`config.mk`:
```
export PLATFORM = sky130hd
export DESIGN_NAME = lpw_ctrl
export DESIGN_NICKNAME = d
export VERILOG_FILES = /design/src/rtl/lpw_pkg.sv /design/src/rtl/lpw_ctrl.sv
export SDC_FILE = /design/constraint.sdc
export NUM_CORES = 1
export LEC_CHECK = 0
export ABC_CLOCK_PERIOD_IN_PS = 4850
export BUFFER_PORTS_ARGS = -buffer_cell sky130_fd_sc_hd__buf_2
export CORE_ASPECT_RATIO = 0.8
export CORE_MARGIN = 10
export CORE_UTILIZATION = 45
export DETAILED_ROUTE_END_ITERATION = 6
export GPL_TIMING_DRIVEN = 0
export PLACE_DENSITY = 0.71
export SLEW_MARGIN = 20
export SYNTH_ARGS = -nofsm -noshare
export SYNTH_HDL_FRONTEND = slang
export SYNTH_SLANG_ARGS = --single-unit
```
`constraint.sdc`:
```
create_clock -name core_clk -period 4.85 [get_ports core_clk]
set_clock_uncertainty 0.1 [all_clocks]
set_input_delay 0.2425 -clock core_clk [delete_from_list [all_inputs] [get_ports core_clk]]
set_output_delay 0.2425 -clock core_clk [all_outputs]
set_load 0.02 [all_outputs]
```
`src/rtl/lpw_pkg.sv`:
```
// Constants and types shared by the low-power wait/stop controller.
// Assumes a single 50 MHz core clock and a byte-addressed Avalon-MM slave.
package lpw_pkg;
  // ==========================================================
  // Register map (byte addresses)
  localparam int ADDR_W = 5;
  localparam logic [4:0] OFS_CTRL = 5'h00;
  localparam logic [4:0] OFS_CCR = 5'h04;
  localparam logic [4:0] OFS_FLAG = 5'h08;
  localparam logic [4:0] OFS_INTEN = 5'h0C;
  localparam logic [4:0] OFS_STATUS = 5'h10;
  // ==========================================================
  // Control register fields
  localparam int CTRL_DLY = 0;
  localparam int CTRL_WDDIS = 1;
  localparam int CTRL_SPE = 2;
  localparam int CTRL_TXE = 3;
  localparam int CTRL_RXE = 4;
  localparam int CTRL_EDGE = 5;
  localparam logic [5:0] CTRL_RESET = 6'h01;
  // ==========================================================
  // Condition code mask fields
  localparam int CCR_I = 4;
  localparam int CCR_X = 6;
  localparam int CCR_S = 7;
  localparam logic RESET_S = 1'b1;
  localparam logic RESET_X = 1'b1;
  localparam logic RESET_I = 1'b1;
  // ==========================================================
  // Counts
  localparam int NUM_INT_DEF = 4;
  localparam int RESTART_CYCLES_DEF = 256;
  localparam int CNT_W = 16;
  localparam int RAM_BYTES = 192;

  typedef enum logic [2:0] {LPW_RUN, LPW_STACK, LPW_WAIT, LPW_STOP, LPW_RESTART} lpw_mode_t;

  typedef struct packed {
    logic cpu;
    logic osc;
    logic timer;
    logic spi;
    logic uartTx;
    logic uartRx;
    logic periph;
  } lpw_gate_t;

  typedef struct packed {
    logic [ADDR_W-1:0] address;
    logic read;
    logic write;
    logic [31:0] writedata;
  } lpw_avreq_t;
endpackage

```
`src/rtl/lpw_ctrl.sv`:
```
// Low-power wait/stop controller: clock gating, wake-up and restart delay.
// Assumes CPU opcode strobes and acknowledges are on core_clk; both
// interrupt pins are asynchronous, active low and externally pulled up.
// Operation
// - Maskable pin is low-level, wired-OR shared.
// - Flag holds request until software clears it.
// - Wait opcode stacks registers, then suspends CPU.
// - Oscillator keeps running throughout wait.
// - CPU clock off during whole wait.
// - Wait repeats reads at stacked condition address.
// - Any unmasked interrupt ends wait.
// - Timer stops only if masked and watchdog off.
// - Serial clocks follow their own enable bits.
// - Stop enters only when stop-disable clear.
// - Stop halts every clock including oscillator.
// - All 192 RAM bytes kept in low power.
// - Pin low, reset or edge pending ends stop.
// - Maskable pin wakes stop only when unmasked.
// - Non-maskable pin always wakes stop.
// - Masked non-maskable wake resumes without service.
// - Interrupt wake resumes; reset wake reinitialises.
// - Restart delay on stop exit unless disabled.
// - Reset sets the delay-enable bit.
// - Delay at power-on, not warm reset.
// - Reset sets both interrupt masks.
//
// Added by the designer: the Avalon-MM register port and the placing of the registers.
`timescale 1ns/1ps
`default_nettype none
module lpw_ctrl
  import lpw_pkg::*;
#(
  parameter int NUM_INT = NUM_INT_DEF,
  parameter int RESTART_CYCLES = RESTART_CYCLES_DEF
)(
  input wire logic core_clk,
  input wire logic rst,
  input wire logic ce,
  input wire logic powerOnReset,
  input wire lpw_avreq_t avReq,
  output logic [31:0] avs_readdata,
  output logic avs_waitrequest,
  input wire logic waitOpcode,
  input wire logic stopOpcode,
  input wire logic stackDone,
  input wire logic [15:0] stackedCcrAddr,
  input wire logic irqAck,
  input wire logic [NUM_INT-1:0] intEvent,
  input wire logic irqPinN,
  input wire logic extNonmaskableIntPinN,
  output logic stackReq,
  output logic dummyRead,
  output logic [15:0] dummyReadAddr,
  output logic irqRequest,
  output logic xirqRequest,
  output logic resumePulse,
  output logic stopIgnored,
  output logic ramRetain,
  output lpw_gate_t clkGate
);
  // ==========================================================
  // State
  typedef struct packed {
    lpw_mode_t mode;
    logic [CNT_W-1:0] dlyCnt;
    logic irqS1;
    logic irqS2;
    logic irqPrev;
    logic xirqS1;
    logic xirqS2;
    logic edgePend;
    logic [5:0] ctrl;
    logic sBit;
    logic xBit;
    logic iBit;
    logic [NUM_INT-1:0] flags;
    logic [NUM_INT-1:0] inten;
    logic ack;
    logic [31:0] rdata;
    logic resume;
    logic nop;
    logic [15:0] rdAddr;
  } lpw_state_t;

  localparam logic [CNT_W-1:0] DLY_LOAD = CNT_W'(RESTART_CYCLES - 1);

  lpw_state_t s;
  lpw_state_t next_s;
  logic [NUM_INT-1:0] next_flags;
  logic irqLow;
  logic xirqLow;
  logic intPending;
  logic irqLevelReq;
  logic anyWaitWake;
  logic stopWake;
  logic wrEff;
  logic rdEff;

  // ==========================================================
  // Interrupt flags: an event in the clearing cycle survives.
  genvar g;
  generate
    for (g = 0; g < NUM_INT; g++)
    begin : gFlag
      assign next_flags[g] = intEvent[g] |
        (s.flags[g] & ~(wrEff && avReq.address == OFS_FLAG && avReq.writedata[g]));
    end
  endgenerate

  assign irqLow = ~s.irqS2;
  assign xirqLow = ~s.xirqS2;
  assign intPending = |(s.flags & s.inten);
  assign irqLevelReq = (~s.ctrl[CTRL_EDGE] & irqLow) | s.edgePend;
  assign anyWaitWake = (~s.iBit & (irqLevelReq | intPending)) | (~s.xBit & xirqLow);
  assign stopWake = (~s.iBit & irqLevelReq) | xirqLow;
  assign rdEff = avReq.read & s.ack;
  assign wrEff = avReq.write & s.ack;

  // ==========================================================
  // Next state
  always_comb
  begin
    next_s = s;
    next_s.irqS1 = irqPinN;
    next_s.irqS2 = s.irqS1;
    next_s.xirqS1 = extNonmaskableIntPinN;
    next_s.xirqS2 = s.xirqS1;
    next_s.irqPrev = s.irqS2;
    next_s.flags = next_flags;
    next_s.resume = 1'b0;
    next_s.nop = 1'b0;
    next_s.ack = (avReq.read | avReq.write) & ~s.ack;
    if (s.ctrl[CTRL_EDGE] && s.irqPrev && !s.irqS2)
    begin
      next_s.edgePend = 1'b1;
    end
    else if (irqAck)
    begin
      next_s.edgePend = 1'b0;
    end
    if (avReq.read && !s.ack)
    begin
      case (avReq.address)
        OFS_CTRL: next_s.rdata = {26'h0000000, s.ctrl};
        OFS_CCR: next_s.rdata = {24'h000000, s.sBit, s.xBit, 1'b0, s.iBit, 4'h0};
        OFS_FLAG: next_s.rdata = 32'(s.flags);
        OFS_INTEN: next_s.rdata = 32'(s.inten);
        OFS_STATUS: next_s.rdata = {26'h0000000, s.xirqS2, s.irqS2, s.edgePend, s.mode};
        default: next_s.rdata = 32'h00000000;
      endcase
    end
    if (wrEff)
    begin
      case (avReq.address)
        OFS_CTRL: next_s.ctrl = avReq.writedata[5:0];
        OFS_CCR:
        begin
          next_s.sBit = avReq.writedata[CCR_S];
          next_s.iBit = avReq.writedata[CCR_I];
          // The non-maskable mask can only be cleared once reset has set it.
          next_s.xBit = s.xBit & avReq.writedata[CCR_X];
        end
        OFS_INTEN: next_s.inten = avReq.writedata[NUM_INT-1:0];
        default: next_s.ctrl = s.ctrl;
      endcase
    end
    case (s.mode)
      LPW_RUN:
      begin
        if (waitOpcode)
        begin
          next_s.mode = LPW_STACK;
          next_s.rdAddr = stackedCcrAddr;
        end
        else if (stopOpcode && !s.sBit)
        begin
          next_s.mode = LPW_STOP;
        end
        else if (stopOpcode)
        begin
          next_s.nop = 1'b1;
        end
      end
      LPW_STACK:
      begin
        if (stackDone)
        begin
          next_s.mode = LPW_WAIT;
        end
      end
      LPW_WAIT:
      begin
        if (anyWaitWake)
        begin
          next_s.mode = LPW_RUN;
          next_s.resume = 1'b1;
        end
      end
      LPW_STOP:
      begin
        if (stopWake && s.ctrl[CTRL_DLY])
        begin
          next_s.mode = LPW_RESTART;
          next_s.dlyCnt = DLY_LOAD;
        end
        else if (stopWake)
        begin
          next_s.mode = LPW_RUN;
          next_s.resume = 1'b1;
        end
      end
      LPW_RESTART:
      begin
        if (s.dlyCnt == '0)
        begin
          next_s.mode = LPW_RUN;
          next_s.resume = 1'b1;
        end
        else
        begin
          next_s.dlyCnt = s.dlyCnt - CNT_W'(1);
        end
      end
      default: next_s.mode = LPW_RUN;
    endcase
    if (rst)
    begin
      next_s = '0;
      next_s.irqS1 = 1'b1;
      next_s.irqS2 = 1'b1;
      next_s.irqPrev = 1'b1;
      next_s.xirqS1 = 1'b1;
      next_s.xirqS2 = 1'b1;
      next_s.ctrl = CTRL_RESET;
      next_s.sBit = RESET_S;
      next_s.xBit = RESET_X;
      next_s.iBit = RESET_I;
      // A cold start waits for the oscillator; a warm reset does not.
      next_s.mode = powerOnReset ? LPW_RESTART : LPW_RUN;
      next_s.dlyCnt = DLY_LOAD;
    end
  end

  always_ff @(posedge core_clk)
  begin
    if (rst || ce)
    begin
      s <= next_s;
    end
  end

  // ==========================================================
  // Outputs
  assign avs_readdata = s.rdata;
  assign avs_waitrequest = (avReq.read | avReq.write) & ~s.ack;
  assign stackReq = (s.mode == LPW_STACK);
  assign dummyRead = (s.mode == LPW_WAIT);
  assign dummyReadAddr = s.rdAddr;
  // A masked non-maskable wake raises no request, so execution simply resumes.
  assign irqRequest = ~s.iBit & (irqLevelReq | intPending) & (s.mode == LPW_RUN);
  assign xirqRequest = ~s.xBit & xirqLow & (s.mode == LPW_RUN);
  assign resumePulse = s.resume;
  assign stopIgnored = s.nop;
  // RAM contents depend only on supply, so hold its writes in every mode but run, stacking included.
  assign ramRetain = (s.mode != LPW_RUN);
  always_comb
  begin
    clkGate.cpu = (s.mode == LPW_RUN) || (s.mode == LPW_STACK);
    clkGate.osc = (s.mode != LPW_STOP);
    clkGate.periph = (s.mode != LPW_STOP) && (s.mode != LPW_RESTART);
    clkGate.timer = clkGate.periph &&
      !((s.mode == LPW_WAIT) && s.iBit && s.ctrl[CTRL_WDDIS]);
    clkGate.spi = clkGate.periph && ((s.mode != LPW_WAIT) || s.ctrl[CTRL_SPE]);
    clkGate.uartTx = clkGate.periph && ((s.mode != LPW_WAIT) || s.ctrl[CTRL_TXE]);
    clkGate.uartRx = clkGate.periph && ((s.mode != LPW_WAIT) || s.ctrl[CTRL_RXE]);
  end
endmodule // lpw_ctrl
`default_nettype wire

```
# Word level (Yosys, flattened, before mapping)

Cells that the tools add are included.
Widths: inputs -> output; s select.

Output and inout bits: 63
Bits in registers: 93
Word-level logic and storage cells: 153

Eq/ne operators: 18
$add $sub $neg: 1
Bitwise gates (word level): 34
Muxes and demuxes: 32
Reductions and logical operators: 49

Operators with widths:

| cell                  | number |
|---|---|
| $mux 93               | 1 |
| $mux 16               | 3 |
| $pmux 8 s5            | 1 |
| $mux 32               | 1 |
| $pmux 16 s2           | 1 |
| $mux 3                | 9 |
| $logic_and 1x1->1     | 17 |
| $mux 17               | 1 |
| $logic_not 16->1      | 1 |
| $sub 16x1->16 const B | 1 |
| $ne 3x3->1 const B    | 5 |
| $pmux 3 s5            | 1 |
| $reduce_bool 2->1     | 7 |
| $and 1x1->1           | 13 |
| $reduce_and 3->1      | 4 |
| $not 1->1             | 11 |
| $eq 5x4->1 const B    | 2 |
| $mux 1                | 9 |
| $mux 9                | 1 |
| $ne 3x2->1 const B    | 3 |
| $or 1x1->1            | 9 |
| $reduce_bool 3->1     | 3 |
| $mux 4                | 2 |
| $ne 4x4->1 const B    | 2 |
| 16 further kinds      | 26 |

# Longest topological paths before layout

Gate-level depths: netlist (run 1).

Depth after elaboration: 9
Mapped depth: 7
Gate-level depth less buffers: 7

# Worst setup path after synthesis (run 1)

OpenSTA, ideal clock, no wires.

Path type: reg-to-reg
From: register s[90] (netlist bit)
To: register s, in the netlist dummyReadAddr[0], enable pin
Setup time: 0.392 ns
Arrival time: 1.913 ns
Path buffers: 1
Cell stages (with the launch flop): 4
Path slack: 2.445 ns
Cells stage by stage: edfxtp_1 or3_1 clkbuf_1 o21bai_1

Word-level cells in the longest chain between the ends: 3

RTL lines:

| what                        | RTL line        | source |
|---|---|---|
| start: declaration          | lpw_ctrl.sv:87  | `lpw_state_t s;` |
| start signal: assignment    | lpw_ctrl.sv:248 | `s <= next_s;` |
| $logic_not 3->1             | lpw_ctrl.sv:167 | `case (s.mode)` |
| $reduce_bool 2->1 (no line) | --              |  |
| $reduce_and 3->1 (no line)  | --              |  |

Every way passes these cells.
A chain may end at the register's enable or synchronous reset.

# Final worst setup path (run 1)

From: register s[74] (netlist bit)
To: register s[83] (netlist bit), enable pin

Word-level cells in the longest chain between the ends: 3

RTL lines:

| what                       | RTL line        | source |
|---|---|---|
| $logic_not 16->1           | lpw_ctrl.sv:214 | `if (s.dlyCnt == '0)` |
| $ne 3x3->1 (no line)       | --              |  |
| $reduce_and 4->1 (no line) | --              |  |

Every way passes these cells.

==> metrics.txt, run 1 <==
Initial Utilization=46.3%; layout cells sized above 1=39.7%; ranking of synthesized cells by area=edfxtp_1 56%, buf_4 9.8%, and2_1 3.2%, nor2_1 3.1%, nand2_1 2.3%; cell count after placement=531; first-pass GRT wire length=13900 um; CTS Buffer Depth=2; vias in the first global route=2725; IO Pins=132; routability congestion estimate=0.871; Core Box Area=7950 um2; root buf cell=clkbuf_8; Worst setup EP type=flop; I/O Buffers=81; Pleak=1.89 nW; Sequential cell area=2070 um2; GRT Total Usage=14.5%; routed len/inst=16.3 um; pwr dens=329 nW/um2; Post-DRT Antenna Nets=0; Final HPWL DP=6850 um; P&R area growth vs syn=22.9%; Row Count=29; slowest CP cell=edfxtp_1; CTS H-tree depth=3; initial antenna violation count=0; Post-Syn Area=3680 um2; Die Area=12200 um2; WP data arrival=2.59 ns; flop-to-flop setup slack=2.16 ns; r2r startpoint=s[74]$_SDFFCE_PP1P_; status=finished, final reports clean; crit path max fanout=16; most frequent cell after synthesis=edfxtp_1; CTS tree=yes; Rel. slew slack=43.8%; Initial DRT Pass Iterations=6; Critical R2R Capture=s[83]$_SDFFCE_PP0P_; setup_tns=0 ns; vias per std cell=4.86; register area share after synthesis=56.3%; worst min-delay path class=primary input to flop; footprint of the multi-input gates=1270 um2; Post-CTS Hold Buffers=0; CP Launch Type=flop; drt initial violations=252; Hold Vio Cnt, Final=0; Post-synth ARST share=0%; fin nets=504; min Tclk post-route=2.69 ns; largest net degree at the start of global routing=17; Post-synth EDFFs=69; clk_lat worst skew=0.34 ns; Max-Cap Viols=0; Slew Viols, Final=0; kind of critical path=flop to flop; crit path from=s[74]$_SDFFCE_PP1P_; synthesized flop and latch total=69; R2R depth=7; endpoints failing setup=0; Critical Path, Cell by Cell=inv_1, ha_1, nor3b_2, nand3_1, o41ai_1, nand2_1, a21o_1; Worst Setup EP=s[83]$_SDFFCE_PP0P_; non-filler cells, final=546; Vias=2652; fillers=705; grt total ovfl=0; crit share post-route=55.5%; die height=101 um; most frequent cells after synthesis=69 x edfxtp_1, 48 x buf_4, 30 x nor2_1; RSZ-0062 raised after global routing=false; Unique masters post-synth=51; CTS buffer count=9; PostCTS Resize Cnt=0; detailed-route wire length=8900 um; # diodes=0; Syn. warnings=0; chip width=121 um; Worst EP required=4.75 ns; top_reg_cell synth=edfxtp_1; Yosys top cell by area=edfxtp_1; slowest stage delay, CP=0.43 ns; DRC Markers=0; Clock transition at path regs=0.07 ns; measured slew at the worst slew-check pin=0.842 ns; Post-CTS Setup Bufs=0; worst vdd ir=0.171 mV; Yosys top cell area share=56.3%; clock sink total=69; Fmax=371 MHz; syn avg cell area=11.5 um2; Post-Synthesis Cells=319
flip-flops by register name (all words and copies together), names as in the netlist:
| signal | count |
|---|---|
| s | 43 |
| resumePulse | 1 |
| dummyReadAddr | 16 |
| avs_readdata | 8 |
| stopIgnored | 1 |
worst min path at each step:
stage	from	to	cells past startpoint
2_1_floorplan	avReq[4]	s[59]$_SDFFCE_PP1P_	1
3_3_place_gp	s[70]$_SDFFCE_PP1P_	s[69]$_SDFFCE_PP1P_	1
3_5_place_dp	s[70]$_SDFFCE_PP1P_	s[69]$_SDFFCE_PP1P_	1
4_1_cts	irqPinN	s[73]$_SDFFCE_PP1P_	2
5_1_grt	irqPinN	s[73]$_SDFFCE_PP1P_	2
6_report	irqPinN	s[73]$_SDFFCE_PP1P_	2
per-layer routing:
layer | share of wire [%] | wire length, um | track usage (%)
met5 | 0 | 0 | 0
met4 | 1.1 | 102 | 5.09
met3 | 8.8 | 786 | 4.31
met2 | 47 | 4210 | 23.1
met1 | 43 | 3810 | 18.2
cell families (layout without fill, tap and decap cells):
| logic type | count (synthesis) | count (layout) | share of synthesized area, % |
|---|---|---|---|
| other | 1 | 24 | 0.102 |
| AND/OR/NAND/NOR | 125 | 125 | 18.8 |
| flip-flops | 69 | 69 | 56.3 |
| adder cells (fa/ha/maj) | 1 | 1 | 0.340 |
| multiplexers | 6 | 6 | 1.80 |
| AO/OA/AOI/OAI | 44 | 44 | 8.61 |
| XOR/XNOR | 9 | 9 | 2.14 |
| buffers and inverters | 64 | 160 | 11.9 |
power by group:
| part | switching, mW | total [mW] | internal (mW) | leakage [nW] |
|---|---|---|---|---|
| Combinational | 0.157 | 0.262 | 0.105 | 1.11 |
| Clock | 0.206 | 0.490 | 0.284 | 0.0998 |
| Sequential | 0.0283 | 0.733 | 0.705 | 0.684 |
| Total | 0.391 | 1.49 | 1.09 | 1.89 |
layout by cell type, fill, tap and decap left out, types with 2 or more instances in the layout:
cell	instances
nand2_1	23
a21oi_1	10
nor3b_2	2
buf_4	48
o211ai_1	2
xor2_1	5
or4_4	2
a31o_2	3
and3_1	2
nor2_1	30
inv_1	6
or2_2	9
conb_1	24
o41ai_1	2
a22oi_1	3
o21ai_0	7
edfxtp_1	69
mux2_2	5
nor3_1	7
clkbuf_8	9
or3_1	2
o21bai_1	2
clkbuf_1	7
bufinv_16	2
a21o_1	2
buf_2	82
nor4_1	3
and2_1	19
nor2b_1	9
a41o_1	2
nor3b_1	3
a222oi_1	4
nand3_1	4
xnor2_1	4
buf_6	2
through the flow:
stage	util, %	instance area [um2]	setup slack, ns	hold slack (ns)	power, mW
detailed placement	54.2	4310	2.18	0.390	1.01
floorplan	-	3760	2.44	0.321	0.917
finish	56.9	4520	2.16	0.0561	1.49
CTS	56.8	4510	2.14	0.0430	1.49
global placement	54.2	4310	2.15	0.381	1.00
global route	56.9	4520	1.84	0.0506	1.54
final cells by class:
type,count,share of cell area [%]
Clock inverter,5,1.69
Tap cell,108,2.99
Timing Repair Buffer,81,8.97
Sequential cell,69,45.8
Buffer,58,9.16
Clock buffer,10,2.82
Inverter,6,0.498
Multi-Input combinational cell,209,28.0
worst max-delay path: cells and delay by family (launching register included):
family / cells / cell delay [ns]
AOI/OAI and AO/OA: 2 / 0.86
adders and majority gates: 1 / 0.17
buffers and inverters: 1 / 0.08
DFF: 1 / 0.43
and+or+nand+nor: 3 / 0.71
No activity file was read; power rests on OpenSTA's default activity.
==> run 2: changes to the inputs <==
--- a/config.mk
+++ b/config.mk
@@ -5,7 +5,7 @@
 export SDC_FILE = /design/constraint.sdc
 export NUM_CORES = 1
 export LEC_CHECK = 0
-export ABC_CLOCK_PERIOD_IN_PS = 4850
+export ABC_CLOCK_PERIOD_IN_PS = 2600
 export BUFFER_PORTS_ARGS = -buffer_cell sky130_fd_sc_hd__buf_2
 export CORE_ASPECT_RATIO = 0.8
 export CORE_MARGIN = 10
==> constraint.sdc (replaced) <==
create_clock -name core_clk -period 2.6 [get_ports core_clk]
set_clock_uncertainty 0.1 [all_clocks]
set_input_delay 0.13 -clock core_clk [delete_from_list [all_inputs] [get_ports core_clk]]
set_output_delay 0.13 -clock core_clk [all_outputs]
set_load 0.02 [all_outputs]
==> metrics.txt, run 2 (same netlist as run 1, synthesis figures left out) <==
status=finished with violations (was finished, final reports clean); violated checks=design-rule violations; Placement Setup Slack=-0.0744 ns (was 2.18 ns); CTS buffer count=9 (unchanged); CTS tree=yes (unchanged); # diodes=0 (unchanged); final worst slack=0.213 ns (was 2.16 ns); measured slew at the worst slew-check pin=0.821 ns (was 0.842 ns); worst vdd ir=0.323 mV (was 0.171 mV); drt initial violations=274 (was 252); Top reg by flops=s (unchanged); Final HPWL DP=6850 um (unchanged); grt total ovfl=0 (unchanged); most frequent cells in the layout=82 x buf_2, 69 x edfxtp_1, 48 x buf_4, 30 x nor2_1, 28 x dlygate4sd3_1 (was 82 x buf_2, 69 x edfxtp_1, 48 x buf_4, 30 x nor2_1, 24 x conb_1); routed len/inst=16.1 um (was 16.3 um); Worst setup EP type=flop (unchanged); Sequential cell area=2070 um2 (unchanged); chip width=121 um (unchanged); Worst EP required=2.55 ns (was 4.75 ns); P&R area growth vs syn=31.1% (was 22.9%); CTS H-tree depth=3 (unchanged); crit share post-route=91.8% (was 55.5%); min Tclk post-route=2.39 ns (was 2.69 ns); Initial DRT Pass Iterations=7 (was 6); flop-to-flop setup slack=0.21 ns (was 2.16 ns); slowest CP cell=edfxtp_1 (unchanged); Placed Area=4310 um2 (unchanged); Vias=2788 (was 2652); Design Area, Final=4820 um2 (was 4520 um2); footprint of the multi-input gates=1290 um2 (was 1270 um2); routability congestion estimate=0.871 (unchanged); fillers=671 (was 705); Max-Cap Viols=0 (unchanged); Post-DRT Antenna Nets=0 (unchanged); crit path from=s[74]$_SDFFCE_PP1P_ (unchanged); r2r startpoint=s[74]$_SDFFCE_PP1P_ (unchanged); cell count after placement=531 (unchanged); crit path max fanout=16 (unchanged); Slew Viols, Final=0 (unchanged); vias per std cell=4.86 (unchanged); pwr dens=582 nW/um2 (was 329 nW/um2); CP Launch Type=flop (unchanged); Core Box Area=7950 um2 (unchanged); largest net degree at the start of global routing=17 (unchanged); root buf cell=clkbuf_8 (unchanged); non-filler cells, final=574 (was 546); DRC Markers=1 (was 0); vias in the first global route=2866 (was 2725); first-pass GRT wire length=14600 um (was 13900 um); Initial Utilization=46.3% (unchanged); initial antenna violation count=0 (unchanged); setup_tns=0 ns (unchanged); I/O Buffers=81 (unchanged); Row Count=29 (unchanged); slowest stage delay, CP=0.43 ns (about the same); die height=101 um (unchanged); IO Pins=132 (unchanged); Largest register FFs=43 (unchanged); Fmax=419 MHz (was 371 MHz); RSZ-0062 raised after global routing=false (unchanged); CTS Buffer Depth=2 (unchanged); commonest non-fill, non-tap cell in the layout=buf_2 (unchanged); Rel. slew slack=45.2% (was 43.8%); endpoints failing setup=0 (unchanged); Post-CTS Setup Bufs=0 (unchanged); hold_sp=waitOpcode (was irqPinN); WP data arrival=2.34 ns (was 2.59 ns); fin nets=532 (was 504); clk_lat worst skew=0.34 ns (about the same); Critical Path, Cell by Cell=inv_1, ha_1, nor3b_4, nand3_1, o41ai_2, nand2_1, a21o_2 (was inv_1, ha_1, nor3b_2, nand3_1, o41ai_1, nand2_1, a21o_1); Hold Vio Cnt, Final=0 (unchanged); Clock transition at path regs=0.07 ns (about the same); clock sink total=69 (unchanged); GRT Total Usage=15.2% (was 14.5%); layout cells sized above 1=38.0% (was 39.7%); worst min-delay path class=primary input to flop (unchanged); kind of critical path=flop to flop (unchanged); detailed-route wire length=9260 um (was 8900 um); Pleak=2.03 nW (was 1.89 nW); Die Area=12200 um2 (unchanged)
[run 2: final cells by class]
class / count / share of cell area [%]
clock buffer: 10 / 2.65
timing repair buffer: 109 / 14.2
tap: 108 / 2.80
clock inverter: 5 / 1.58
buffer: 58 / 8.59
multi-input combinational: 209 / 26.7
sequential: 69 / 43.0
inverter: 6 / 0.467
[run 2: report_power, final]
| part | leakage (nW) | internal (mW) | switching (mW) |
|---|---|---|---|
| registers | 0.684 | 1.31 | 0.0530 |
| logic | 1.25 | 0.225 | 0.300 |
| clock network | 0.0998 | 0.530 | 0.384 |
| total | 2.03 | 2.07 | 0.737 |
[run 2: path summary, 6_finish.rpt]
check	cells after the start	end
min	2	stopIgnored$_SDFFCE_PP0P_
max reg2reg	7	s[83]$_SDFFCE_PP0P_
max	7	s[83]$_SDFFCE_PP0P_
min reg2reg	1	s[69]$_SDFFCE_PP1P_
[run 2: timing repair]
action | 4_1_cts | 5_1_grt
hold buffers | 28 | 0
endpoints found under the hold margin | 30 | 0
gates resized for setup | 1 | 3
endpoints found under the setup margin | 16 | 19
[run 2: routing by layer]
| layer | wire [um] | vias to the layer above | track usage [%] |
|---|---|---|---|
| li1 | - | 1364 | - |
| met1 | 3820 | 1277 | 18.8 |
| met2 | 4420 | 134 | 24.8 |
| met3 | 887 | 13 | 4.14 |
| met4 | 139 | 0 | 5.46 |
| met5 | 0 | - | 0 |
[run 2: critical path, delay by kind of cell (launching register included)]
kind | cells | cell delay [ns]
simple gates | 3 | 0.63
fa+ha+maj | 1 | 0.17
buf+inv | 1 | 0.08
flops | 1 | 0.43
compound gates | 2 | 0.67
[run 2: per-stage QoR]
step,utilization [%],power [mW],hold slack (ns)
floorplan,-,1.71,0.208
global placement,54.2,1.87,0.286
detailed placement,54.2,1.88,0.289
CTS,60.3,2.81,0.00919
global route,60.7,2.92,0.0276
finish,60.7,2.81,0.0229
